<file path="src/rtl/vmt_pkg.sv">
// Constants, field layouts and types of the address translation block.
// Assumes nothing beyond a SystemVerilog compiler.
package vmt_pkg;
   // =================================================================
   // Sizes
   localparam int VMT_JOINT_ENTRIES = 16;
   localparam int VMT_JIDX_W = 4;
   localparam int VMT_MICRO_ENTRIES = 4;
   localparam int VMT_MIDX_W = 2;
   localparam int VMT_WALK_MAX = 33; // Cycles from request to answer of a walk through all 16 entries

   // =================================================================
   // Address map
   localparam logic [31:0] VMT_PHYS_MASK = 32'h1fff_ffff;
   localparam logic [31:0] VMT_DSEG_BASE = 32'hff20_0000;
   localparam logic [31:0] VMT_DSEG_LAST = 32'hff3f_ffff;
   localparam logic [31:0] VMT_FIXED_USER_OFS = 32'h0000_0000;
   localparam logic [2:0] VMT_SEG_CACHED_KERNEL = 3'h4;
   localparam logic [2:0] VMT_SEG_UNCACHED_KERNEL = 3'h5;

   // =================================================================
   // Cache coherency attribute values
   localparam logic [2:0] VMT_CCA_CACHEABLE = 3'h3;
   localparam logic [2:0] VMT_CCA_RESET = 3'h2;

   // =================================================================
   // Register offsets and field positions
   localparam logic [7:0] VMT_REG_CFG = 8'h00;
   localparam logic [7:0] VMT_REG_TAG = 8'h04;
   localparam logic [7:0] VMT_REG_EVEN = 8'h08;
   localparam logic [7:0] VMT_REG_ODD = 8'h0c;
   localparam logic [7:0] VMT_REG_WRITE = 8'h10;
   localparam logic [7:0] VMT_REG_STATUS = 8'h14;
   localparam logic [7:0] VMT_REG_FAULT = 8'h18;
   localparam int VMT_CFG_K0_LSB = 0;
   localparam int VMT_CFG_KU_LSB = 3;
   localparam int VMT_CFG_K23_LSB = 6;
   localparam int VMT_CFG_UCOP_BIT = 9;
   localparam int VMT_TAG_VPN2_LSB = 13;
   localparam int VMT_LO_VALID_BIT = 31;
   localparam int VMT_ST_CAUSE_LSB = 4;
   localparam int VMT_ST_BUSY_BIT = 8;

   // =================================================================
   // Types
   typedef enum logic [1:0] {
      VMT_MODE_USER = 2'b00,
      VMT_MODE_KERNEL = 2'b01,
      VMT_MODE_DEBUG = 2'b10
   } vmt_mode_t;
   typedef enum logic [1:0] {
      VMT_S_IDLE = 2'b00,
      VMT_S_READ = 2'b01,
      VMT_S_CMP = 2'b10
   } vmt_state_t;
   typedef enum logic [1:0] {
      VMT_EXC_NONE = 2'b00,
      VMT_EXC_ADDR = 2'b01,
      VMT_EXC_MISS = 2'b10,
      VMT_EXC_INVALID = 2'b11
   } vmt_cause_t;
   localparam logic [1:0] VMT_KIND_FETCH = 2'b00;
   localparam logic [1:0] VMT_SIZE_BYTE = 2'b00;
   localparam logic [1:0] VMT_SIZE_HALF = 2'b01;
   typedef struct packed {
      logic [18:0] vpn2;
      logic [7:0] msk;
      logic v1;
      logic [19:0] pfn1;
      logic v0;
      logic [19:0] pfn0;
   } vmt_jentry_t;
endpackage

</file>
<file path="src/rtl/vmt_entry_ram.sv">
// Entry store of the joint translation buffer.
// Assumes one write and one read port on clk_sys; read data registered.
`timescale 1ns/1ps
module vmt_entry_ram #(
   parameter int WIDTH = 69,
   parameter int DEPTH = 16,
   parameter int AW = 4
) (
   // Clock
   input logic clk_sys,
   // Write port
   input logic wr_en,
   input logic [AW-1:0] wr_addr,
   input logic [WIDTH-1:0] wr_data,
   // Read port
   input logic rd_en,
   input logic [AW-1:0] rd_addr,
   output logic [WIDTH-1:0] rd_data
);
   logic [WIDTH-1:0] mem [DEPTH];

   // Write
   always_ff @(posedge clk_sys) begin
      if (wr_en) begin
         mem[wr_addr] <= wr_data;
      end
   end

   // Registered read
   always_ff @(posedge clk_sys) begin
      if (rd_en) begin
         rd_data <= mem[rd_addr];
      end
   end
endmodule

</file>
<file path="src/rtl/vmt_translate.sv">
// Mode tracking, access checks, translation and cacheability decision.
// Assumes a pipeline on clk_sys holding each request until taken, and
// a register master issuing one-cycle strobes.
//
// Implementation choices: the strobed register port and the address map.
`timescale 1ns/1ps
module vmt_translate
   import vmt_pkg::*;
#(
   parameter int HAS_TLB = 1
) (
   // Clock and reset
   input logic clk_sys,
   input logic sys_rst,
   // Register port
   input logic [7:0] reg_addr,
   input logic [31:0] reg_wdata,
   input logic reg_wr,
   input logic reg_rd,
   output logic [31:0] reg_rdata,
   // Mode events from the pipeline
   input logic debug_exc,
   input logic exc_taken,
   input logic ret_user,
   input logic ret_debug,
   // Translation request
   input logic req_valid,
   output logic req_ready,
   input logic [31:0] req_vaddr,
   input logic [1:0] req_kind,
   input logic [1:0] req_size,
   // Translation answer
   output logic rsp_valid,
   output logic [31:0] rsp_paddr,
   output logic rsp_cached,
   output logic rsp_exc,
   output logic [1:0] rsp_cause,
   output logic [3:0] rsp_byte_en,
   // Mode status
   output logic [1:0] mode,
   output logic sysctl_allowed
);
   // =================================================================
   // Declarations
   vmt_mode_t mode_q, mode_d;
   vmt_state_t state_q;
   logic [31:0] cfg_q, tag_q, even_q, odd_q, fault_q, rdata_q;
   logic [1:0] cause_q;
   logic [VMT_JOINT_ENTRIES-1:0] used_q;
   logic [VMT_JIDX_W-1:0] idx_q;
   logic [31:0] vaddr_q;
   logic bsel_q, cached_q;
   logic [2:0] cca_q;
   logic [3:0] be_q;
   logic [VMT_MIDX_W-1:0] mptr_q [2];
   logic [VMT_MICRO_ENTRIES-1:0] mhit [2];
   logic [19:0] mpfn [2][VMT_MICRO_ENTRIES];
   logic [7:0] mmsk [2][VMT_MICRO_ENTRIES];
   logic [2:0] k0, ku, k23, cca;
   logic take, breq, ram_wr, flush, dseg, mapped, cached, misalign;
   logic addr_err, fast, mic_hit, walk_go, jhit, jsel, pvalid, last;
   logic fire, inst;
   logic [19:0] mic_pfn, jpfn;
   logic [7:0] mic_msk;
   logic [8:0] onehot, excl;
   logic [31:0] fixed_pa, paddr_d;
   logic [1:0] cause_d;
   logic [1:0] addr_lo;
   vmt_jentry_t jent, went;

   function automatic logic [31:0] vmt_phys(input logic [19:0] pfn,
      input logic [7:0] msk, input logic [31:0] va);
      vmt_phys = {pfn[19:8], (pfn[7:0] & ~msk) | (va[19:12] & msk),
                  va[11:0]};
   endfunction

   function automatic logic [3:0] vmt_lanes(input logic [1:0] sz,
      input logic [1:0] a);
      case (sz)
         VMT_SIZE_BYTE: vmt_lanes = 4'h1 << a;
         VMT_SIZE_HALF: vmt_lanes = 4'h3 << {a[1], 1'b0};
         default: vmt_lanes = 4'hf;
      endcase
   endfunction

   // =================================================================
   // Segment decode of the incoming virtual address
   assign k0 = cfg_q[VMT_CFG_K0_LSB +: 3];
   assign ku = cfg_q[VMT_CFG_KU_LSB +: 3];
   assign k23 = cfg_q[VMT_CFG_K23_LSB +: 3];
   assign take = req_valid && req_ready;
   assign breq = (req_kind != VMT_KIND_FETCH);
   assign addr_lo = req_vaddr[1:0];
   assign dseg = (mode_q == VMT_MODE_DEBUG) && (req_vaddr >= VMT_DSEG_BASE)
                 && (req_vaddr <= VMT_DSEG_LAST);
   assign mapped = !dseg && (!req_vaddr[31] || (req_vaddr[31:30] == 2'b11));
   assign misalign = (req_size == VMT_SIZE_HALF) ? req_vaddr[0] :
                     (req_size != VMT_SIZE_BYTE) && (addr_lo != 2'b00);
   assign addr_err = ((mode_q == VMT_MODE_USER) && req_vaddr[31])
                     || misalign;

   // Attribute governing the segment, chosen from the virtual address
   always_comb begin
      if (dseg || req_vaddr[31:29] == VMT_SEG_UNCACHED_KERNEL) begin
         cca = VMT_CCA_RESET;
      end else if (!req_vaddr[31]) begin
         cca = ku;
      end else if (req_vaddr[31:29] == VMT_SEG_CACHED_KERNEL) begin
         cca = k0;
      end else begin
         cca = k23;
      end
   end
   assign cached = (cca == VMT_CCA_CACHEABLE);

   // Fixed mapping for unmapped segments and the buffer-less variant
   always_comb begin
      if (dseg) begin
         fixed_pa = req_vaddr;
      end else if (req_vaddr[31:30] == 2'b10) begin
         fixed_pa = req_vaddr & VMT_PHYS_MASK;
      end else if (!req_vaddr[31]) begin
         fixed_pa = req_vaddr + VMT_FIXED_USER_OFS;
      end else begin
         fixed_pa = req_vaddr;
      end
   end

   // =================================================================
   // Micro buffers: instruction (0) and data (1), four entries each
   genvar gb, ge;
   generate
      for (gb = 0; gb < 2; gb++) begin : g_buf
         for (ge = 0; ge < VMT_MICRO_ENTRIES; ge++) begin : g_ent
            logic v_q;
            logic [19:0] vpn_q, pfn_q;
            logic [7:0] msk_q;
            assign mhit[gb][ge] = v_q && (((req_vaddr[31:12] ^ vpn_q)
                                  & ~{12'h000, msk_q}) == 20'h00000);
            assign mpfn[gb][ge] = pfn_q;
            assign mmsk[gb][ge] = msk_q;
            // Refill from the joint buffer, flush on any entry write
            always_ff @(posedge clk_sys) begin
               if (sys_rst || flush) begin
                  v_q <= 1'b0;
               end else if (inst && bsel_q == 1'(gb)
                            && mptr_q[gb] == VMT_MIDX_W'(ge)) begin
                  v_q <= 1'b1;
                  vpn_q <= vaddr_q[31:12] & ~{12'h000, jent.msk};
                  msk_q <= jent.msk;
                  pfn_q <= jpfn;
               end
            end
         end
      end
   endgenerate

   // Hit selection within the buffer for this kind of access
   always_comb begin
      mic_hit = 1'b0;
      mic_pfn = 20'h00000;
      mic_msk = 8'h00;
      for (int e = 0; e < VMT_MICRO_ENTRIES; e++) begin
         if (mhit[breq][e]) begin
            mic_hit = 1'b1;
            mic_pfn = mpfn[breq][e];
            mic_msk = mmsk[breq][e];
         end
      end
   end

   // Round-robin replacement pointer per micro buffer
   always_ff @(posedge clk_sys) begin
      if (sys_rst) begin
         mptr_q[0] <= '0;
         mptr_q[1] <= '0;
      end else if (inst) begin
         mptr_q[bsel_q] <= mptr_q[bsel_q] + VMT_MIDX_W'(1);
      end
   end

   // =================================================================
   // Joint buffer entry store and compare
   assign went = '{vpn2: tag_q[VMT_TAG_VPN2_LSB +: 19], msk: tag_q[7:0],
                   v1: odd_q[VMT_LO_VALID_BIT], pfn1: odd_q[19:0],
                   v0: even_q[VMT_LO_VALID_BIT], pfn0: even_q[19:0]};

   vmt_entry_ram #(
      .WIDTH($bits(vmt_jentry_t)),
      .DEPTH(VMT_JOINT_ENTRIES),
      .AW(VMT_JIDX_W)
   ) u_ram (
      .clk_sys(clk_sys),
      .wr_en(ram_wr),
      .wr_addr(reg_wdata[VMT_JIDX_W-1:0]),
      .wr_data(went),
      .rd_en(state_q == VMT_S_READ),
      .rd_addr(idx_q),
      .rd_data(jent)
   );

   // Page size from the mask: lowest unmasked bit picks even or odd page
   assign onehot = {1'b0, jent.msk} + 9'h001;
   assign excl = {1'b0, jent.msk} | onehot;
   assign jsel = |(vaddr_q[20:12] & onehot);
   assign jhit = used_q[idx_q] && (((vaddr_q[31:13] ^ jent.vpn2)
                 & ~{11'h000, excl[8:1]}) == 19'h00000);
   assign pvalid = jsel ? jent.v1 : jent.v0;
   assign jpfn = jsel ? jent.pfn1 : jent.pfn0;
   assign last = (idx_q == VMT_JIDX_W'(VMT_JOINT_ENTRIES - 1));
   assign inst = (state_q == VMT_S_CMP) && jhit && pvalid;

   // =================================================================
   // Request flow
   assign req_ready = (state_q == VMT_S_IDLE);
   assign fast = !mapped || (HAS_TLB == 0);
   assign walk_go = take && !addr_err && !fast && !mic_hit;

   // Answer selection for the fast path and for the walk
   always_comb begin
      fire = 1'b0;
      cause_d = VMT_EXC_NONE;
      paddr_d = 32'h0000_0000;
      if (state_q == VMT_S_IDLE) begin
         fire = take && !walk_go;
         if (addr_err) begin
            cause_d = VMT_EXC_ADDR;
         end else if (fast) begin
            paddr_d = fixed_pa;
         end else begin
            paddr_d = vmt_phys(mic_pfn, mic_msk, req_vaddr);
         end
      end else if (state_q == VMT_S_CMP) begin
         fire = jhit || last;
         if (jhit && pvalid) begin
            paddr_d = vmt_phys(jpfn, jent.msk, vaddr_q);
         end else if (jhit) begin
            cause_d = VMT_EXC_INVALID;
         end else begin
            cause_d = VMT_EXC_MISS;
         end
      end
   end

   // Walk state machine
   always_ff @(posedge clk_sys) begin
      if (sys_rst) begin
         state_q <= VMT_S_IDLE;
         idx_q <= '0;
      end else begin
         case (state_q)
            VMT_S_IDLE: begin
               idx_q <= '0;
               if (walk_go) begin
                  state_q <= VMT_S_READ;
               end
            end
            VMT_S_READ: begin
               state_q <= VMT_S_CMP;
            end
            VMT_S_CMP: begin
               if (fire) begin
                  state_q <= VMT_S_IDLE;
               end else begin
                  idx_q <= idx_q + VMT_JIDX_W'(1);
                  state_q <= VMT_S_READ;
               end
            end
            default: begin
               state_q <= VMT_S_IDLE;
            end
         endcase
      end
   end

   // Request capture; cacheability is settled from the virtual address
   always_ff @(posedge clk_sys) begin
      if (sys_rst) begin
         vaddr_q <= 32'h0000_0000;
         bsel_q <= 1'b0;
         cached_q <= 1'b0;
         cca_q <= VMT_CCA_RESET;
         be_q <= 4'h0;
      end else if (take) begin
         vaddr_q <= req_vaddr;
         bsel_q <= breq;
         cached_q <= cached;
         cca_q <= cca;
         be_q <= vmt_lanes(req_size, addr_lo);
      end
   end

   // Answer registers
   always_ff @(posedge clk_sys) begin
      if (sys_rst) begin
         rsp_valid <= 1'b0;
         rsp_paddr <= 32'h0000_0000;
         rsp_cached <= 1'b0;
         rsp_exc <= 1'b0;
         rsp_cause <= VMT_EXC_NONE;
         rsp_byte_en <= 4'h0;
      end else begin
         rsp_valid <= fire;
         if (fire) begin
            rsp_paddr <= paddr_d;
            rsp_exc <= (cause_d != VMT_EXC_NONE);
            rsp_cause <= cause_d;
            if (state_q == VMT_S_IDLE) begin
               rsp_cached <= cached && (cause_d == VMT_EXC_NONE);
               rsp_byte_en <= vmt_lanes(req_size, addr_lo);
            end else begin
               rsp_cached <= cached_q && (cause_d == VMT_EXC_NONE);
               rsp_byte_en <= be_q;
            end
         end
      end
   end

   // =================================================================
   // Operating mode
   always_comb begin
      mode_d = mode_q;
      if (debug_exc) begin
         mode_d = VMT_MODE_DEBUG;
      end else if (exc_taken || (fire && cause_d != VMT_EXC_NONE)) begin
         if (mode_q != VMT_MODE_DEBUG) begin
            mode_d = VMT_MODE_KERNEL;
         end
      end else if (ret_debug && mode_q == VMT_MODE_DEBUG) begin
         mode_d = VMT_MODE_KERNEL;
      end else if (ret_user && mode_q == VMT_MODE_KERNEL) begin
         mode_d = VMT_MODE_USER;
      end
   end

   always_ff @(posedge clk_sys) begin
      if (sys_rst) begin
         mode_q <= VMT_MODE_KERNEL;
      end else begin
         mode_q <= mode_d;
      end
   end
   assign mode = mode_q;
   assign sysctl_allowed = (mode_q != VMT_MODE_USER)
                           || cfg_q[VMT_CFG_UCOP_BIT];

   // =================================================================
   // Register port
   assign ram_wr = reg_wr && (reg_addr == VMT_REG_WRITE);
   assign flush = ram_wr;

   always_ff @(posedge clk_sys) begin
      if (sys_rst) begin
         cfg_q <= {22'h0, 1'b0, VMT_CCA_RESET, VMT_CCA_RESET, VMT_CCA_RESET};
         tag_q <= 32'h0000_0000;
         even_q <= 32'h0000_0000;
         odd_q <= 32'h0000_0000;
         used_q <= '0;
      end else if (reg_wr) begin
         case (reg_addr)
            VMT_REG_CFG: cfg_q <= {22'h0, reg_wdata[9:0]};
            VMT_REG_TAG: tag_q <= reg_wdata & 32'hffff_e0ff;
            VMT_REG_EVEN: even_q <= reg_wdata & 32'h800f_ffff;
            VMT_REG_ODD: odd_q <= reg_wdata & 32'h800f_ffff;
            VMT_REG_WRITE: used_q[reg_wdata[VMT_JIDX_W-1:0]] <= 1'b1;
            default: begin
            end
         endcase
      end
   end

   // Fault capture for software
   always_ff @(posedge clk_sys) begin
      if (sys_rst) begin
         fault_q <= 32'h0000_0000;
         cause_q <= VMT_EXC_NONE;
      end else if (fire && cause_d != VMT_EXC_NONE) begin
         fault_q <= (state_q == VMT_S_IDLE) ? req_vaddr : vaddr_q;
         cause_q <= cause_d;
      end
   end

   // Read data stand one cycle after the strobe only
   always_ff @(posedge clk_sys) begin
      if (sys_rst || !reg_rd) begin
         rdata_q <= 32'h0000_0000;
      end else begin
         case (reg_addr)
            VMT_REG_CFG: rdata_q <= cfg_q;
            VMT_REG_TAG: rdata_q <= tag_q;
            VMT_REG_EVEN: rdata_q <= even_q;
            VMT_REG_ODD: rdata_q <= odd_q;
            VMT_REG_STATUS: rdata_q <= {23'h0, state_q != VMT_S_IDLE,
                                        2'b00, cause_q, 2'b00, mode_q};
            VMT_REG_FAULT: rdata_q <= fault_q;
            default: rdata_q <= 32'h0000_0000;
         endcase
      end
   end
   assign reg_rdata = rdata_q;
endmodule

</file>
<file path="config.mk">
export PLATFORM = sky130hd
export DESIGN_NAME = vmt_translate
export DESIGN_NICKNAME = d
export VERILOG_FILES = /design/src/rtl/vmt_pkg.sv /design/src/rtl/vmt_entry_ram.sv /design/src/rtl/vmt_translate.sv
export SDC_FILE = /design/constraint.sdc
export NUM_CORES = 2
export LEC_CHECK = 0
export BUFFER_PORTS_ARGS = -buffer_cell sky130_fd_sc_hd__buf_2
export CAP_MARGIN = 20
export CELL_PAD_IN_SITES_DETAIL_PLACEMENT = 2
export CELL_PAD_IN_SITES_GLOBAL_PLACEMENT = 2
export CORE_MARGIN = 8
export CORE_UTILIZATION = 50
export DETAILED_ROUTE_END_ITERATION = 8
export GPL_ROUTABILITY_DRIVEN = 0
export PLACE_DENSITY_LB_ADDON = 0.25
export SLEW_MARGIN = 20
export SYNTH_ARGS = -nofsm -noshare
export SYNTH_HDL_FRONTEND = slang
export SYNTH_SLANG_ARGS = --single-unit
</file>
<file path="constraint.sdc">
create_clock -name clk_sys -period 30.6 [get_ports clk_sys]
set_input_delay 9.18 -clock clk_sys [delete_from_list [all_inputs] [get_ports clk_sys]]
set_output_delay 9.18 -clock clk_sys [all_outputs]
set_load 0.05 [all_outputs]
</file>
# ---- Word-level counts from Yosys, hierarchy flattened
# Memory sizes are Yosys's and may differ from the RTL's. A register that Yosys moved wholly into a read port is not among the register bits.
# Cells that the tools add are included.
dict set report word_totals {
  memories 2
  in_bits 85
  mem_bits_rw 1108
  output_inout_bits 77
  regBits 640
  elab_cells 303
}
# name depth word_bits rd rd_clocked_by_memory_dff wr line_no
set memory_table {}
lappend memory_table {u_ram.mem 16 69 1 1 1 vmt_entry_ram.sv:20} ;# logic [WIDTH-1:0] mem [DEPTH];
lappend memory_table {mptr_q 2 2 3 1 2 vmt_translate.sv:55} ;# logic [VMT_MIDX_W-1:0] mptr_q [2];
dict set report op_classes {
  add_sub_neg 3
  shifts 2
  n_reduce_logical 94
  magnitude_cmp 6
  n_bitwise 43
  mux 73
  n_eq_ne 27
}
# operator n
set ops {}
lappend ops {{32-bit two-way mux} 12}
lappend ops {{80-bit two-way mux} 3}
lappend ops {{32-bit case mux with 6 select lines} 1}
lappend ops {{20-bit AND} 9}
lappend ops {{8-bit inverter with 20-bit output} 9}
lappend ops {{20-bit logical NOT} 8}
lappend ops {{20-bit bitwise XOR} 8}
lappend ops {{20-bit two-way mux} 5}
lappend ops {{1-bit logical AND} 39}
lappend ops {{8-bit AND} 4}
lappend ops {{32-bit greater-or-equal comparator, second input constant} 1}
lappend ops {{32-bit less-or-equal comparator, second input constant} 1}
lappend ops {{8-bit two-way mux} 4}
lappend ops {{2-bit AND reduction} 15}
lappend ops {{1-bit two-way mux} 25}
lappend ops {{8-bit by 5-bit == test with 1-bit output, second input constant} 3}
lappend ops {{2-bit two-way mux} 10}
lappend ops {{4-bit two-way mux} 5}
lappend ops {{19-bit AND} 1}
lappend ops {{19-bit logical NOT} 1}
lappend ops {{8-bit inverter with 19-bit output} 1}
lappend ops {{19-bit bitwise XOR} 1}
lappend ops {{2-bit == test, second input constant} 8}
lappend ops {{8-bit by 4-bit == test with 1-bit output, second input constant} 2}
lappend ops {{36 further kinds} 72}

# ---- Longest topological paths before layout
dict set report logic_depth {
  depth_word 20
  depth_mapped 14
}

# ---- Cells and area by module
# Synthesis repeated with hierarchy kept, for this count alone.
dict set report unflattened {
  cells_unflattened 4066
  hier_area_um2 70342.5
}
# module cells_each area_each_um2 seq_area_each_um2 n_inst
set by_module_without_submodules {}
lappend by_module_without_submodules {vmt_entry_ram 1776 43400.4 35223.8 1}
lappend by_module_without_submodules {vmt_translate 2290 26942.1 16796.1 1}

# ---- Least setup slack after synthesis
# No wires, ideal clock.
dict set report synth_timing {
  kind {input -> register}
  start {input reg_addr[0]}
  end {memory u_ram.mem[0][0] (enable)}
  t_arrival_ns 17.368
  n_path_buf 0
  setup_slack_ns 12.538
  setup_ns 0.694
  required_time_ns 29.906
  stages 5
  path_cell_list {or4_1 -> nor2_1 -> nand4_1 -> nor2_1 -> nor4b_1}
}
dict set report synth_via {
  elab_chain_len 4
}
# element line_no
set synth_rtl {}
lappend synth_rtl {{from (decl)} vmt_translate.sv:16} ;# input logic [7:0] reg_addr,
lappend synth_rtl {{8-bit by 5-bit == test with 1-bit output} vmt_translate.sv:349} ;# assign ram_wr = reg_wr && (reg_addr == VMT_REG_WRITE);
lappend synth_rtl {{1-bit logical AND} vmt_translate.sv:349}
lappend synth_rtl {{1-bit two-way mux} vmt_entry_ram.sv:24} ;# if (wr_en) begin
lappend synth_rtl {{1-bit two-way mux (implied by the code)} vmt_entry_ram.sv:25} ;# mem[wr_addr] <= wr_data;
lappend synth_rtl {{to (decl)} vmt_entry_ram.sv:20}
# No other way between the ends.

# ---- Worst setup path after layout
dict set report layout_timing {
  start {input reg_addr[0]}
  end {memory u_ram.mem[9][4] (enable)}
}
# The elaborated chain is that of the path after synthesis.

==> results.md <==
- Die X-Extent: between 300 and 400 um
- Die ar.: 156000 um2
- Total power per unit cell area: 65.8 nW/um2
- Critical path's slowest cell: buf_4
- Final Hold Vio Count: 0
- # fillers: approximately 12000
- Hold Path Origin: vaddr_q[23]
- Hold Crit Endpoint: g_buf[1].g_ent[1].vpn_q[11]
- Arrival time at the worst endpoint: ~14 ns
- Worst setup EP type: flop
- Post-CTS setup repair buffer count: 0
- Drt wl/cell: between 40 and 50 um
- Final-report setup violation count: 0
- TritonCTS Buffers: 185
- GRT Overall Usage: 0.370
- Placed insts: between 6000 and 7000
- Starting DRT DRC Count: 7180
- Max Clk Rate: approximately 0.075 GHz
- Final wirelength: 298000 um
- First-pass GRT wire length: around 410000 um
- Worst-path fanout max: between 40 and 50
- Max-slew violations: 0
- Post-synth top area share: 0.653
- Worst setup SP type: input pin
- CTS sink cnt: ~1800
- R2R cell count: 12
- Async set-reset flop share out of synthesis: 0
- Fin crit period: 13.26 ns
- Die height: around 400 um
- R2r setup slk: 23.75 ns
- Via/cell ratio: between 7 and 8
- Sequential area share after synthesis: 0.725
- Status: complete, no violations
- Gr ovfl total: 0
- Predominant post-synthesis flop cell: edfxtp_1
- Cells after Synth: around 4500
- CP dominant cell by count: nor2_1
- Critical path origin: reg_addr[0]
- Placed Instance Area: between 70000 and 80000 um2
- Via count: slightly below 50000
- Synth top area cells: edfxtp_1, dfxtp_1, mux4_2
- Syn Std Cell Area: approximately 72000 um2
- Cts hold-fix bufs: 0
- Hold WS: 0.443 ns
- Htree depth: 4
- Yosys cell types: around 80
- Reg2reg start: u_ram.rd_data[44]
- Max-cap viol count: 0
- Filler-free cell count of the finished design: approximately 6800
- Leak: a little under 30 nW
- Ys Warns: 0
- Rel. slew slack: 0.185
- Reg clk slew, reported paths: roughly 0.06 ns
- Max Buffers Root-to-Sink: 3
- FP Rows: 139
- Worst path required time: 31.03 ns
- PortBufs: around 160
- Router iterations before antenna repair: 6
- RSZ-0062 raised after global routing: false
- Max VDD drop: around 0.045 mV
- Post-route setup TNS: 0 ns
- Initial antenna violation count: 26
- Worst Tran Pin Value: approximately 1.2 ns
- Setup CP Type: in2reg
- Synth Net Count: ~4600
- DRC Markers: 0
- Placeable Area: around 140000 um2
- Post-CTS Resized: 0
- Design Area, Final: between 80000 and 90000 um2
- Setup Skew: between 0.03 and 0.04 ns
- Leading area contributor after synthesis: edfxtp_1
- CTS tree: done
- Most frequent cell after synthesis: edfxtp_1
- Initial core utilization: 0.501
- Worst r2r dst: g_buf[0].g_ent[3].msk_q[5]
- Crit-path cells: buf_2 -> or4_1 -> nor2_1 -> nand4_1 -> nor2_1 -> nand2_1 -> nor2_4 -> buf_4
- Post-synth top cells: edfxtp_1, nand2_1, mux2i_1, dfxtp_1, a21oi_1
- Worst path max stage delay: just under 1 ns
- Layout area overhead: 13.3%
- Layout cell share with drive strength beyond 1: 0.180
- Fin crit share: 0.433
- Clk root buf: clkbuf_16
- Hold Crit Depth: 0
- Synthesis-stage register bit count: approximately 1800
- Avg Cell Area, Syn: roughly 16 um2
- Vias in the first global route: 50921
- NumNets Final: roughly 4800
- DP HPWL: roughly 170000 um
- Worst Hold Class: reg2reg
- Final ANT Viol Nets: 0
- Largest net degree at the start of global routing: between 100 and 150
- EDFF count, synth: ~1600
- Worst skew pair latency: roughly 0.84 ns
- Io pins: about 160
==> routing by layer <==
layer / share of wire / global-route usage / up-vias
li1: - / - / 18102
met1: 0.36 / 0.463 / 25279
met2: 0.48 / 0.607 / 3826
met3: 0.10 / 0.0857 / 1022
met4: 0.058 / 0.186 / 12
met5: 0.00030 / 0 / -
==> flip-flops by register name (all words and copies together), names as in the netlist, 8 cells and up, named ones only <==
register,flops
reg_rdata,32
u_ram.rd_data,69
g_buf.g_ent.msk_q,64
fault_q,32
vaddr_q,32
used_q,16
g_buf.g_ent.pfn_q,160
rsp_paddr,32
odd_q,21
cfg_q,10
u_ram.mem,1104
g_buf.g_ent.v_q,8
g_buf.g_ent.vpn_q,160
even_q,21
tag_q,27
==> cell families after synthesis <==
kind of cell	synth area share
mux	0.102
flops	0.725
simple gates	0.0502
xor+xnor	0.0224
compound gates	0.0814
buf+inv	0.0172
fa+ha+maj	0.00157
==> placed cells by master, fill, tap and decap left out, types with 54 or more instances in the layout <==
cell type / count
buf_4: 105
xor2_1: 65
mux2_2: 90
clkbuf_16: 191
mux4_2: 145
dfxtp_1: 253
a22oi_1: 132
nor2_1: 128
a21oi_1: 241
nand2_1: 466
edfxtp_1: 1561
o21ai_0: 170
buf_2: 160
xnor2_1: 115
o22ai_1: 54
a221oi_1: 90
mux2i_1: 262
==> layout make-up <==
type                       count  area (um2)  area share
clock inverter                95         996      0.0122
sequential                  1818       52000       0.640
timing repair buffer         275        1780      0.0218
multi-input combinational   2399       18800       0.231
clock buffer                 254        5250      0.0645
tap                         1903        2380      0.0293
inverter                      25        93.8     0.00115
antenna                        7        17.5    0.000215
==> through the flow <==
stage,setup slack (ns),utilization,power [W]
floorplan,12.54,-,0.00286
global placement,17.14,0.524,0.00294
detailed placement,16.67,0.524,0.00296
CTS,17.33,0.567,0.00535
global route,17.40,0.568,0.00543
finish,17.35,0.568,0.00535
==> worst max path at each step <==
stage                              endpoint  slack, ns
after floorplan             u_ram.mem[0][0]      12.54
after global placement    u_ram.mem[11][60]      17.14
after detailed placement  u_ram.mem[10][60]      16.67
after CTS                  u_ram.mem[10][1]      17.33
after global routing        u_ram.mem[9][4]      17.40
final                       u_ram.mem[9][4]      17.35
==> power by group <==
group	internal, W	leakage, nW	switching [W]
combinational	0.0000530	6.78	0.000163
clock	0.00136	3.08	0.00107
sequential	0.00268	19.1	0.0000245
==> critical path: cells and delay by family <==
kind,cells,cell delay (ns)
buf+inv,2,1.08
simple gates,6,3.33
(Power assumes the default switching activity.)
